$ cat src/core/pmts_map.svh
// Register map, field positions, reset values and timing counts for the power-mode tamper sequencer
`ifndef PMTS_MAP_SVH
`define PMTS_MAP_SVH
`define PMTS_ADDR_TAMPER_LEVEL   16'hEC00
`define PMTS_ADDR_LOW_POWER_CFG  16'hEC01
`define PMTS_ADDR_STATUS_ONE     16'hE503
`define PMTS_LEVEL_PERIOD_HI     7
`define PMTS_LEVEL_PERIOD_LO     3
`define PMTS_LEVEL_THRESH_HI     2
`define PMTS_LEVEL_THRESH_LO     0
`define PMTS_CFG_LINE_ZERO_DIS   2
`define PMTS_CFG_PORT_LOCK       1
`define PMTS_STAT_RESET_DONE     15
`define PMTS_RST_TAMPER_LEVEL    8'h00
`define PMTS_RST_LOW_POWER_CFG   8'h00
`define PMTS_CLK_HZ              200000000
`define PMTS_TICK_MS             20
`define PMTS_TICK_CYCLES         ((`PMTS_CLK_HZ / 1000) * `PMTS_TICK_MS)
`define PMTS_DEFAULT_EXTRA       10
`define PMTS_ONLY_EXTRA          1
`define PMTS_SWRST_CYCLES        16
`endif

$ cat src/core/pmts_pkg.sv
// Types shared by the power-mode tamper sequencer
package pmts_pkg;
  typedef enum logic [1:0] {
    PMTS_MODE_NORMAL  = 2'h0,
    PMTS_MODE_REDUCED = 2'h1,
    PMTS_MODE_TAMPER  = 2'h2,
    PMTS_MODE_SLEEP   = 2'h3
  } pmts_mode_t;
  typedef enum logic [4:0] {
    PMTS_ST_NORMAL  = 5'h01,
    PMTS_ST_RESET   = 5'h02,
    PMTS_ST_REDUCED = 5'h04,
    PMTS_ST_TAMPER  = 5'h08,
    PMTS_ST_SLEEP   = 5'h10
  } pmts_state_t;
endpackage

$ cat src/core/pmts_sequencer.sv
// Power-mode sequencer with low-power tamper detector
`timescale 1ns/1ps
`include "pmts_map.svh"
module pmts_sequencer
  import pmts_pkg::*;
(
  input  wire logic        mclk_in,
  input  wire logic        sys_rst_in,
  input  wire logic        clk_en_in,
  input  wire logic [1:0]  mode_pins_in,
  input  wire logic        hw_reset_n_in,
  input  wire logic        sw_reset_in,
  input  wire logic [2:0]  phase_peak_in,
  input  wire logic        reg_wr_in,
  input  wire logic        reg_rd_in,
  input  wire logic [15:0] reg_addr_in,
  input  wire logic [15:0] reg_wdata_in,
  output logic [15:0]      reg_rdata_out,
  output logic             reg_ack_out,
  output logic             irq_line_zero_n_out,
  output logic             irq_line_one_n_out,
  output logic [1:0]       power_mode_out,
  output logic             serial_port_en_out,
  output logic             serial_port_limited_out,
  output logic             port_lock_out,
  output logic             mav_run_out,
  output logic             mav_access_out,
  output logic             core_active_out,
  output logic [2:0]       tamper_threshold_select_out,
  output logic             regs_default_out
);
  localparam logic [31:0] TICK_CYCLES = 32'(`PMTS_TICK_CYCLES);

  // Two-flop pin synchronisers
  logic [1:0] mode_s1_ff, mode_s2_ff;
  logic       hwr_s1_ff, hwr_s2_ff;
  logic [2:0] peak_s1_ff, peak_s2_ff;
  always_ff @(posedge mclk_in) begin
    if (sys_rst_in) begin
      mode_s1_ff <= 2'h0;
      mode_s2_ff <= 2'h0;
      hwr_s1_ff  <= 1'b1;
      hwr_s2_ff  <= 1'b1;
      peak_s1_ff <= 3'h0;
      peak_s2_ff <= 3'h0;
    end else if (clk_en_in) begin
      mode_s1_ff <= mode_pins_in;
      mode_s2_ff <= mode_s1_ff;
      hwr_s1_ff  <= hw_reset_n_in;
      hwr_s2_ff  <= hwr_s1_ff;
      peak_s1_ff <= phase_peak_in;
      peak_s2_ff <= peak_s1_ff;
    end
  end

  pmts_mode_t  req_mode;
  pmts_state_t state_ff, nxt_state;
  logic [7:0]  level_ff, nxt_level;
  logic [7:0]  cfg_ff, nxt_cfg;
  logic        only_mode_ff, nxt_only_mode;
  logic        done_flag_ff, nxt_done_flag;
  logic        l0_ff, nxt_l0;
  logic        l1_ff, nxt_l1;
  logic        result_ff, nxt_result;
  logic [4:0]  swrst_cnt_ff, nxt_swrst_cnt;
  logic [31:0] tick_ff, nxt_tick;
  logic [5:0]  period_ff, nxt_period;
  logic [15:0] rdata_ff, nxt_rdata;
  logic        ack_ff, nxt_ack;
  logic        lock_ff, nxt_lock;
  logic [2:0]  hit;
  logic        cnt_clear;
  logic        period_end;
  logic        in_normal;
  logic [5:0]  limit;
  logic [5:0]  period_len;

  assign req_mode   = pmts_mode_t'(mode_s2_ff);
  assign in_normal  = (state_ff == PMTS_ST_NORMAL);
  assign limit      = {1'b0, level_ff[`PMTS_LEVEL_PERIOD_HI:`PMTS_LEVEL_PERIOD_LO]} + 6'h01;
  assign period_len = {1'b0, level_ff[`PMTS_LEVEL_PERIOD_HI:`PMTS_LEVEL_PERIOD_LO]}
                      + 6'(`PMTS_DEFAULT_EXTRA);
  assign period_end = (tick_ff == TICK_CYCLES - 32'h1) && (period_ff == period_len - 6'h01);
  // Counters run only while in tamper mode; cleared each default period
  assign cnt_clear  = (state_ff != PMTS_ST_TAMPER) || (!only_mode_ff && period_end);

  // Per-phase peak counters
  genvar g;
  generate
    for (g = 0; g < 3; g++) begin : g_phase
      pmts_phase_counter u_cnt (
        .mclk_in    (mclk_in),
        .sys_rst_in (sys_rst_in),
        .clk_en_in  (clk_en_in),
        .clear_in   (cnt_clear),
        .peak_in    (peak_s2_ff[g]),
        .limit_in   (limit),
        .hit_out    (hit[g])
      );
    end
  endgenerate

  // Mode sequencing, time base, registers and pin outcome
  always_comb begin
    nxt_state     = state_ff;
    nxt_level     = level_ff;
    nxt_cfg       = cfg_ff;
    nxt_only_mode = only_mode_ff;
    nxt_done_flag = done_flag_ff;
    nxt_l0        = l0_ff;
    nxt_l1        = l1_ff;
    nxt_result    = result_ff;
    nxt_swrst_cnt = swrst_cnt_ff;
    nxt_tick      = tick_ff;
    nxt_period    = period_ff;
    nxt_rdata     = rdata_ff;
    nxt_ack       = 1'b0;
    nxt_lock      = lock_ff;
    // Time base in clock cycles, restarts at each period boundary
    if (state_ff == PMTS_ST_TAMPER) begin
      if (tick_ff == TICK_CYCLES - 32'h1) begin
        nxt_tick = 32'h0;
        nxt_period = (period_ff == period_len - 6'h01) ? 6'h00 : period_ff + 6'h01;
      end else begin
        nxt_tick = tick_ff + 32'h1;
      end
    end else begin
      nxt_tick   = 32'h0;
      nxt_period = 6'h00;
    end
    unique case (state_ff)
      PMTS_ST_NORMAL: begin
        if (!hwr_s2_ff) begin
          nxt_level     = `PMTS_RST_TAMPER_LEVEL;
          nxt_cfg       = `PMTS_RST_LOW_POWER_CFG;
          nxt_lock      = 1'b0;
          nxt_done_flag = 1'b0;
          nxt_l1        = 1'b0;
          nxt_swrst_cnt = 5'h00;
          nxt_state     = PMTS_ST_RESET;
        end else if (sw_reset_in) begin
          nxt_done_flag = 1'b0;
          nxt_l1        = 1'b0;
          nxt_swrst_cnt = 5'h00;
          nxt_state     = PMTS_ST_RESET;
        end else if (req_mode == PMTS_MODE_REDUCED) begin
          nxt_state = PMTS_ST_REDUCED;
        end else if (req_mode == PMTS_MODE_TAMPER) begin
          nxt_state     = PMTS_ST_TAMPER;
          nxt_only_mode = cfg_ff[`PMTS_CFG_LINE_ZERO_DIS];
          nxt_l0        = 1'b0;
          nxt_l1        = 1'b0;
          nxt_result    = 1'b0;
        end else if (req_mode == PMTS_MODE_SLEEP) begin
          nxt_state = PMTS_ST_SLEEP;
        end
        // Register writes, only reachable in normal mode
        if (reg_wr_in && hwr_s2_ff && !sw_reset_in) begin
          nxt_ack = 1'b1;
          if (reg_addr_in == `PMTS_ADDR_TAMPER_LEVEL) begin
            nxt_level = reg_wdata_in[7:0];
          end else if (reg_addr_in == `PMTS_ADDR_LOW_POWER_CFG) begin
            nxt_cfg  = reg_wdata_in[7:0];
            nxt_lock = lock_ff | reg_wdata_in[`PMTS_CFG_PORT_LOCK];
          end else if (reg_addr_in == `PMTS_ADDR_STATUS_ONE) begin
            if (reg_wdata_in[`PMTS_STAT_RESET_DONE]) begin
              nxt_done_flag = 1'b0;
              nxt_l1        = 1'b0;
            end
          end
        end
      end
      PMTS_ST_RESET: begin
        if (swrst_cnt_ff == 5'(`PMTS_SWRST_CYCLES)) begin
          nxt_state     = PMTS_ST_NORMAL;
          nxt_done_flag = 1'b1;
          nxt_l1        = 1'b1;
        end else if (hwr_s2_ff) begin
          nxt_swrst_cnt = swrst_cnt_ff + 5'h01;
        end
      end
      PMTS_ST_REDUCED, PMTS_ST_TAMPER, PMTS_ST_SLEEP: begin
        // Tamper outcome: at period end in the default variant, at once on a hit in line-one-only mode
        if (state_ff == PMTS_ST_TAMPER) begin
          if (only_mode_ff) begin
            if (|hit) begin
              nxt_l1 = 1'b1;
            end
          end else if (period_end && !result_ff) begin
            nxt_result = 1'b1;
            if (|hit) begin
              nxt_l1 = 1'b1;
            end else begin
              nxt_l0 = 1'b1;
            end
          end
        end
        // Mode change requests; low-power registers kept
        if (req_mode == PMTS_MODE_NORMAL) begin
          nxt_state     = PMTS_ST_NORMAL;
          nxt_l0        = 1'b0;
          nxt_l1        = 1'b1;
          nxt_done_flag = 1'b1;
        end else if (req_mode == PMTS_MODE_REDUCED && state_ff != PMTS_ST_REDUCED) begin
          nxt_state = PMTS_ST_REDUCED;
          nxt_l0    = 1'b0;
          nxt_l1    = 1'b1;
        end else if (req_mode == PMTS_MODE_TAMPER && state_ff != PMTS_ST_TAMPER) begin
          nxt_state     = PMTS_ST_TAMPER;
          // Entry from normal or reduced can pick line-one-only; entry from sleep uses the default variant
          nxt_only_mode = (state_ff == PMTS_ST_SLEEP) ? 1'b0 : cfg_ff[`PMTS_CFG_LINE_ZERO_DIS];
          nxt_l0        = 1'b0;
          nxt_l1        = 1'b0;
          nxt_result    = 1'b0;
        end else if (req_mode == PMTS_MODE_SLEEP && state_ff != PMTS_ST_SLEEP) begin
          nxt_state = PMTS_ST_SLEEP;
          nxt_l0    = 1'b0;
          nxt_l1    = 1'b0;
        end
      end
      default: begin
        nxt_state = PMTS_ST_NORMAL;
      end
    endcase
    // Register reads: normal and reduced modes (reduced reads return zero); sleep and tamper ignore the port
    if (reg_rd_in && (in_normal || state_ff == PMTS_ST_REDUCED)) begin
      nxt_ack = 1'b1;
      if (reg_addr_in == `PMTS_ADDR_TAMPER_LEVEL && in_normal) begin
        nxt_rdata = {8'h00, level_ff};
      end else if (reg_addr_in == `PMTS_ADDR_LOW_POWER_CFG && in_normal) begin
        nxt_rdata = {8'h00, cfg_ff};
      end else if (reg_addr_in == `PMTS_ADDR_STATUS_ONE && in_normal) begin
        nxt_rdata = {done_flag_ff, 15'h0000};
      end else begin
        nxt_rdata = 16'h0000;
      end
    end
  end

  always_ff @(posedge mclk_in) begin
    if (sys_rst_in) begin
      state_ff     <= PMTS_ST_NORMAL;
      level_ff     <= `PMTS_RST_TAMPER_LEVEL;
      cfg_ff       <= `PMTS_RST_LOW_POWER_CFG;
      only_mode_ff <= 1'b0;
      done_flag_ff <= 1'b0;
      l0_ff        <= 1'b0;
      l1_ff        <= 1'b0;
      result_ff    <= 1'b0;
      swrst_cnt_ff <= 5'h00;
      tick_ff      <= 32'h0;
      period_ff    <= 6'h00;
      rdata_ff     <= 16'h0000;
      ack_ff       <= 1'b0;
      lock_ff      <= 1'b0;
    end else if (clk_en_in) begin
      state_ff     <= nxt_state;
      level_ff     <= nxt_level;
      cfg_ff       <= nxt_cfg;
      only_mode_ff <= nxt_only_mode;
      done_flag_ff <= nxt_done_flag;
      l0_ff        <= nxt_l0;
      l1_ff        <= nxt_l1;
      result_ff    <= nxt_result;
      swrst_cnt_ff <= nxt_swrst_cnt;
      tick_ff      <= nxt_tick;
      period_ff    <= nxt_period;
      rdata_ff     <= nxt_rdata;
      ack_ff       <= nxt_ack;
      lock_ff      <= nxt_lock;
    end
  end

  // Outputs; line zero never asserted in line-one-only mode
  assign irq_line_zero_n_out = ~(l0_ff & ~only_mode_ff);
  assign irq_line_one_n_out  = ~l1_ff;
  assign reg_rdata_out       = rdata_ff;
  assign reg_ack_out         = ack_ff;
  assign power_mode_out      = (state_ff == PMTS_ST_REDUCED) ? 2'h1 :
                               (state_ff == PMTS_ST_TAMPER)  ? 2'h2 :
                               (state_ff == PMTS_ST_SLEEP)   ? 2'h3 : 2'h0;
  assign serial_port_en_out  = in_normal || (state_ff == PMTS_ST_REDUCED);
  assign serial_port_limited_out = (state_ff == PMTS_ST_REDUCED);
  assign port_lock_out       = lock_ff;
  assign mav_run_out         = (state_ff == PMTS_ST_REDUCED);
  assign mav_access_out      = in_normal || (state_ff == PMTS_ST_REDUCED && l1_ff) ||
                               (state_ff == PMTS_ST_REDUCED && !l1_ff);
  assign core_active_out     = (state_ff != PMTS_ST_SLEEP);
  assign tamper_threshold_select_out = level_ff[`PMTS_LEVEL_THRESH_HI:`PMTS_LEVEL_THRESH_LO];
  assign regs_default_out    = (state_ff == PMTS_ST_RESET);
endmodule

$ cat src/core/pmts_phase_counter.sv
// One phase peak counter with rising-edge detect and hit compare
`timescale 1ns/1ps
module pmts_phase_counter
  import pmts_pkg::*;
(
  input  wire logic       mclk_in,
  input  wire logic       sys_rst_in,
  input  wire logic       clk_en_in,
  input  wire logic       clear_in,
  input  wire logic       peak_in,
  input  wire logic [5:0] limit_in,
  output logic            hit_out
);
  logic [6:0] count_ff;
  logic [6:0] nxt_count;
  logic       prev_ff;
  logic       nxt_prev;

  // Count each new excursion above threshold, saturating
  always_comb begin
    nxt_prev  = peak_in;
    nxt_count = count_ff;
    if (clear_in) begin
      nxt_count = 7'h00;
    end else if (peak_in && !prev_ff && count_ff != 7'h7F) begin
      nxt_count = count_ff + 7'h01;
    end
  end

  always_ff @(posedge mclk_in) begin
    if (sys_rst_in) begin
      count_ff <= 7'h00;
      prev_ff  <= 1'b0;
    end else if (clk_en_in) begin
      count_ff <= nxt_count;
      prev_ff  <= nxt_prev;
    end
  end

  // Reached period count plus one
  assign hit_out = (count_ff >= {1'b0, limit_in});
endmodule

$ cat config.mk
export PLATFORM = sky130hd
export DESIGN_NAME = pmts_sequencer
export DESIGN_NICKNAME = d
export VERILOG_FILES = /design/src/core/pmts_pkg.sv /design/src/core/pmts_sequencer.sv /design/src/core/pmts_phase_counter.sv
export VERILOG_INCLUDE_DIRS = /design/src /design/src/core
export SDC_FILE = /design/constraint.sdc
export NUM_CORES = 1
export LEC_CHECK = 0
export ABC_CLOCK_PERIOD_IN_PS = 5700
export BUFFER_PORTS_ARGS = -buffer_cell sky130_fd_sc_hd__buf_2
export CORE_AREA = 2 2 128 130
export CTS_CLUSTER_SIZE = 24
export DETAILED_ROUTE_END_ITERATION = 10
export DIE_AREA = 0 0 130 132
export MAX_ROUTING_LAYER = met4
export PLACE_DENSITY = 0.66
export SETUP_SLACK_MARGIN = 0.05
export SLEW_MARGIN = 10
export SYNTH_ARGS = -nofsm -noshare
export SYNTH_HDL_FRONTEND = slang
export SYNTH_SLANG_ARGS = --single-unit
export TNS_END_PERCENT = 10
$ cat constraint.sdc
create_clock -name mclk_in -period 5.7 [get_ports mclk_in]
set_input_delay 0.57 -clock mclk_in [delete_from_list [all_inputs] [get_ports mclk_in]]
set_output_delay 0.57 -clock mclk_in [all_outputs]
set_load 0.01 [all_outputs]
==> results.md <==
- Status: complete, no violations
- Die height: roughly 130 microns
- Post-synth EDFFs: 0
- Achievable Freq: 318 MHz
- Number of buffers and inverters on the critical path: 0
- Max IR drop VDD: 0.217 mV
- Area grow syn2layout: 16.8%
- 1st-pass router iterations: 7
- Post-synthesis simple-gate area fraction: roughly 29%
- HP Class: input port to register
- Yosys cell types: 73
- Share of the yosys chip area belonging to registers: 37.3%
- CTS tree: yes
- TritonCTS buffer count: 17
- Layout cell share with drive strength beyond 1: 13.9%
- Final Power: 2.13 mW
- Compound-Gate Fraction of Synth Area: 13.0%
- CTS H-tree depth: 4
- Slew margin rel.: 27.2%
- Lkg Pwr: 2.70 nW
- FF+latch count, synth: ~120
- Overflow after GRT: 0
- CP dominant cell by count: xnor2_1
- Count leader, synth: dfxtp_1
- Post-Layout Cell Count: a little over 1,000
- Hold_buf cts: 0
- CP endpoint kind: register
- Pin count of the biggest net entering global routing: 72
- Number of endpoints failing setup at the final stage: 0
- Min Tclk post-route: 3.15 ns
- Root buf cell: clkbuf_16
- Port bufs: 60
- Final hold viol count: 0
- Clock sink count: 116
- Mux share of post-synthesis cell area: 2.25%
- Synthesized area per cell: 8.24 sq um
- Fin crit share: 55.2%
- Number of routed nets with antenna violations: 0
- Cells after DPL: 995
- Clock slew at reported path FFs: 0.06 ns
- Die span in x: 130 microns
- Largest area contributor in the netlist: dfxtp_1
- DIE AREA: 0.0172 sq mm
- Avg WL per Cell: 13.9 microns
- Core area: 0.0157 sq mm
- Global-route wire length before repair: 24.0 mm
- Vias in the first global route: just over 5,000
- CP delay by family, top: simple AND/OR/NAND/NOR gates
- Max-slew violations: 0
- Initial antenna violation count: 0
- Post-Syn Instances: 755
- Synthesized area: 0.00622 sq mm
- Combinational family with the most area after synthesis: simple AND/OR/NAND/NOR gates
- Post_cts resized: 0
- GRT Total Usage: 17.7%
- CP max stage cell: a21boi_1
- Clk buf depth: 2
- Crit path required time: 5.99 ns
- Clock Latency Late Sink: 0.42 ns
- Boundary Pins: 75
- Ranking of synthesized cells by area: dfxtp_1 37%, nor2_1 5.4%, ha_1 5.0%
- CP Class: register to register
- Initial DRC count: 287
- DRC: 0
- Origin of the worst min-delay path: hw_reset_n_in
- GPL Wtd Cong: between 0.8 and 0.9
- Clock skew: 0.0119 ns
- Routed wire length: around 14 mm
- Routed via count: 5,343
- Max-cap viol count: 0
- Ys Warns: 0
- Starting Density: 39.6%
- CP startpoint: level_ff[3]
- Nets@finish: 867
- Critical Path, Cell by Cell: ha_1 > xnor2_1 > xnor2_1 > nor4_4 > nand4b_1 > a21boi_1 > or2_1 > nor2_1
- Post-synth top cells: 116 x dfxtp_1, 90 x nor2_1, 76 x nand2_1, 60 x a21oi_1, 46 x nand3_1
- CP Launch Type: register
- RR Startpoint: level_ff[3]
- # Post-CTS Setup Buffers: 0
- Worst slew pin tran: 1.09 ns
- Power per cell area: 294 mW/mm^2
- CP peak stage delay: 0.56 ns
- Crit Path Max Fanout: 10
- Yosys top cell area share: a little under two fifths
- Setup_tns: 0 ns
- Critical Path AT: around 3.4 ns
- ANT cells: 0
- Hpwl dp: just under 10 mm
- Synthesized-area fraction occupied by adder cells: 5.51%
- Rows: 46
- Layout Utilization: 46.2%
- Fraction of registers with async set/reset: 0%
- RSZ-0062 raised after global routing: false
- Post-synth top flop: dfxtp_1
- Synth Area in XOR/XNOR: 8.11%
- Vias/cell: between 5 and 6
-- cells in the final DEF, fill, tap and decap left out, drive strengths merged, types with 9 or more instances in the layout --
cell type  count
a21oi         60
a22o           9
and3          14
buf           63
clkbuf        17
dfxtp        116
ha            25
inv           21
mux2i         14
nand2         76
nand2b        19
nand3         46
nand4         21
nor2          91
nor3          16
nor4          15
o21ai         18
xnor2         24
xor2          31
-- final cells by class --
cell class	count	area [sq um]
fill	1549	8450
tap	216	270
multi-input combinational	580	3620
inverter	20	75.1
timing repair buffer	63	323
clock inverter	15	230
clock buffer	17	425
sequential	116	2320
-- report_power, final --
| group | total [mW] | switching (mW) | internal (mW) |
|---|---|---|---|
| Combinational | 0.125 | 0.0779 | 0.0472 |
| Sequential | 0.835 | 0.0136 | 0.821 |
| Clock | 1.17 | 0.395 | 0.778 |
| Total | 2.13 | 0.487 | 1.65 |
-- worst register-to-register path, delay by kind of cell, from the launching register on --
family                     cells  cell delay [ns]
AOI/OAI and AO/OA              1             0.56
xor gates and xnor gates       2             0.66
adders and majority gates      1             0.26
DFF                            1             0.38
and+or+nand+nor                4             1.16
-- per-stage QoR --
| stage | setup slack [ns] | instance area (sq um) | hold WS, ns |
|---|---|---|---|
| after floorplan | 3.33 | 6240 | 0.432 |
| after global placement | 2.57 | 6610 | 0.440 |
| after detailed placement | 2.56 | 6610 | 0.444 |
| after CTS | 2.54 | 7270 | 0.372 |
| after global routing | 2.21 | 7270 | 0.381 |
| final | 2.55 | 7270 | 0.389 |
-- per-layer routing --
layer	vias to the layer above	GRT usage [%]	share of wire, %
met5	-	-	0
met4	0	6.03	1.6
met3	20	4.46	4.3
met2	131	27.5	46
met1	2448	22.5	48
li1	2744	-	-
-- worst paths after layout --
kind / endpoint / slack (ns) / cells past startpoint
max reg2reg: g_phase[0].u_cnt.count_ff[4] / 2.55 / 8
max: g_phase[0].u_cnt.count_ff[4] / 2.55 / 8
min reg2reg: reg_rdata_out[1] / 0.45 / 2
min: hwr_s1_ff / 0.39 / 3
-- cells by family (layout without fill, tap and decap cells) --
kind of cell | Yosys count | count (layout)
AO/OA/AOI/OAI | 128 | 128
XOR/XNOR | 56 | 56
adder cells (fa/ha/maj) | 28 | 28
buffers and inverters | 65 | 115
flip-flops | 116 | 116
multiplexers | 14 | 14
other | 1 | 7
AND/OR/NAND/NOR | 347 | 347
-- state kept, by name, summed over array words and instances (netlist names), 2 cells and up --
| name | flops |
|---|---|
| cfg_ff | 8 |
| level_ff | 8 |
| mode_s1_ff | 2 |
| tick_ff | 32 |
| reg_rdata_out | 9 |
| swrst_cnt_ff | 5 |
| period_ff | 6 |
| peak_s1_ff | 3 |
| state_ff | 5 |
| g_phase.u_cnt.count_ff | 21 |
| mode_s2_ff | 2 |
| peak_s2_ff | 3 |
| g_phase.u_cnt.prev_ff | 3 |
(Power assumes the default switching activity.)
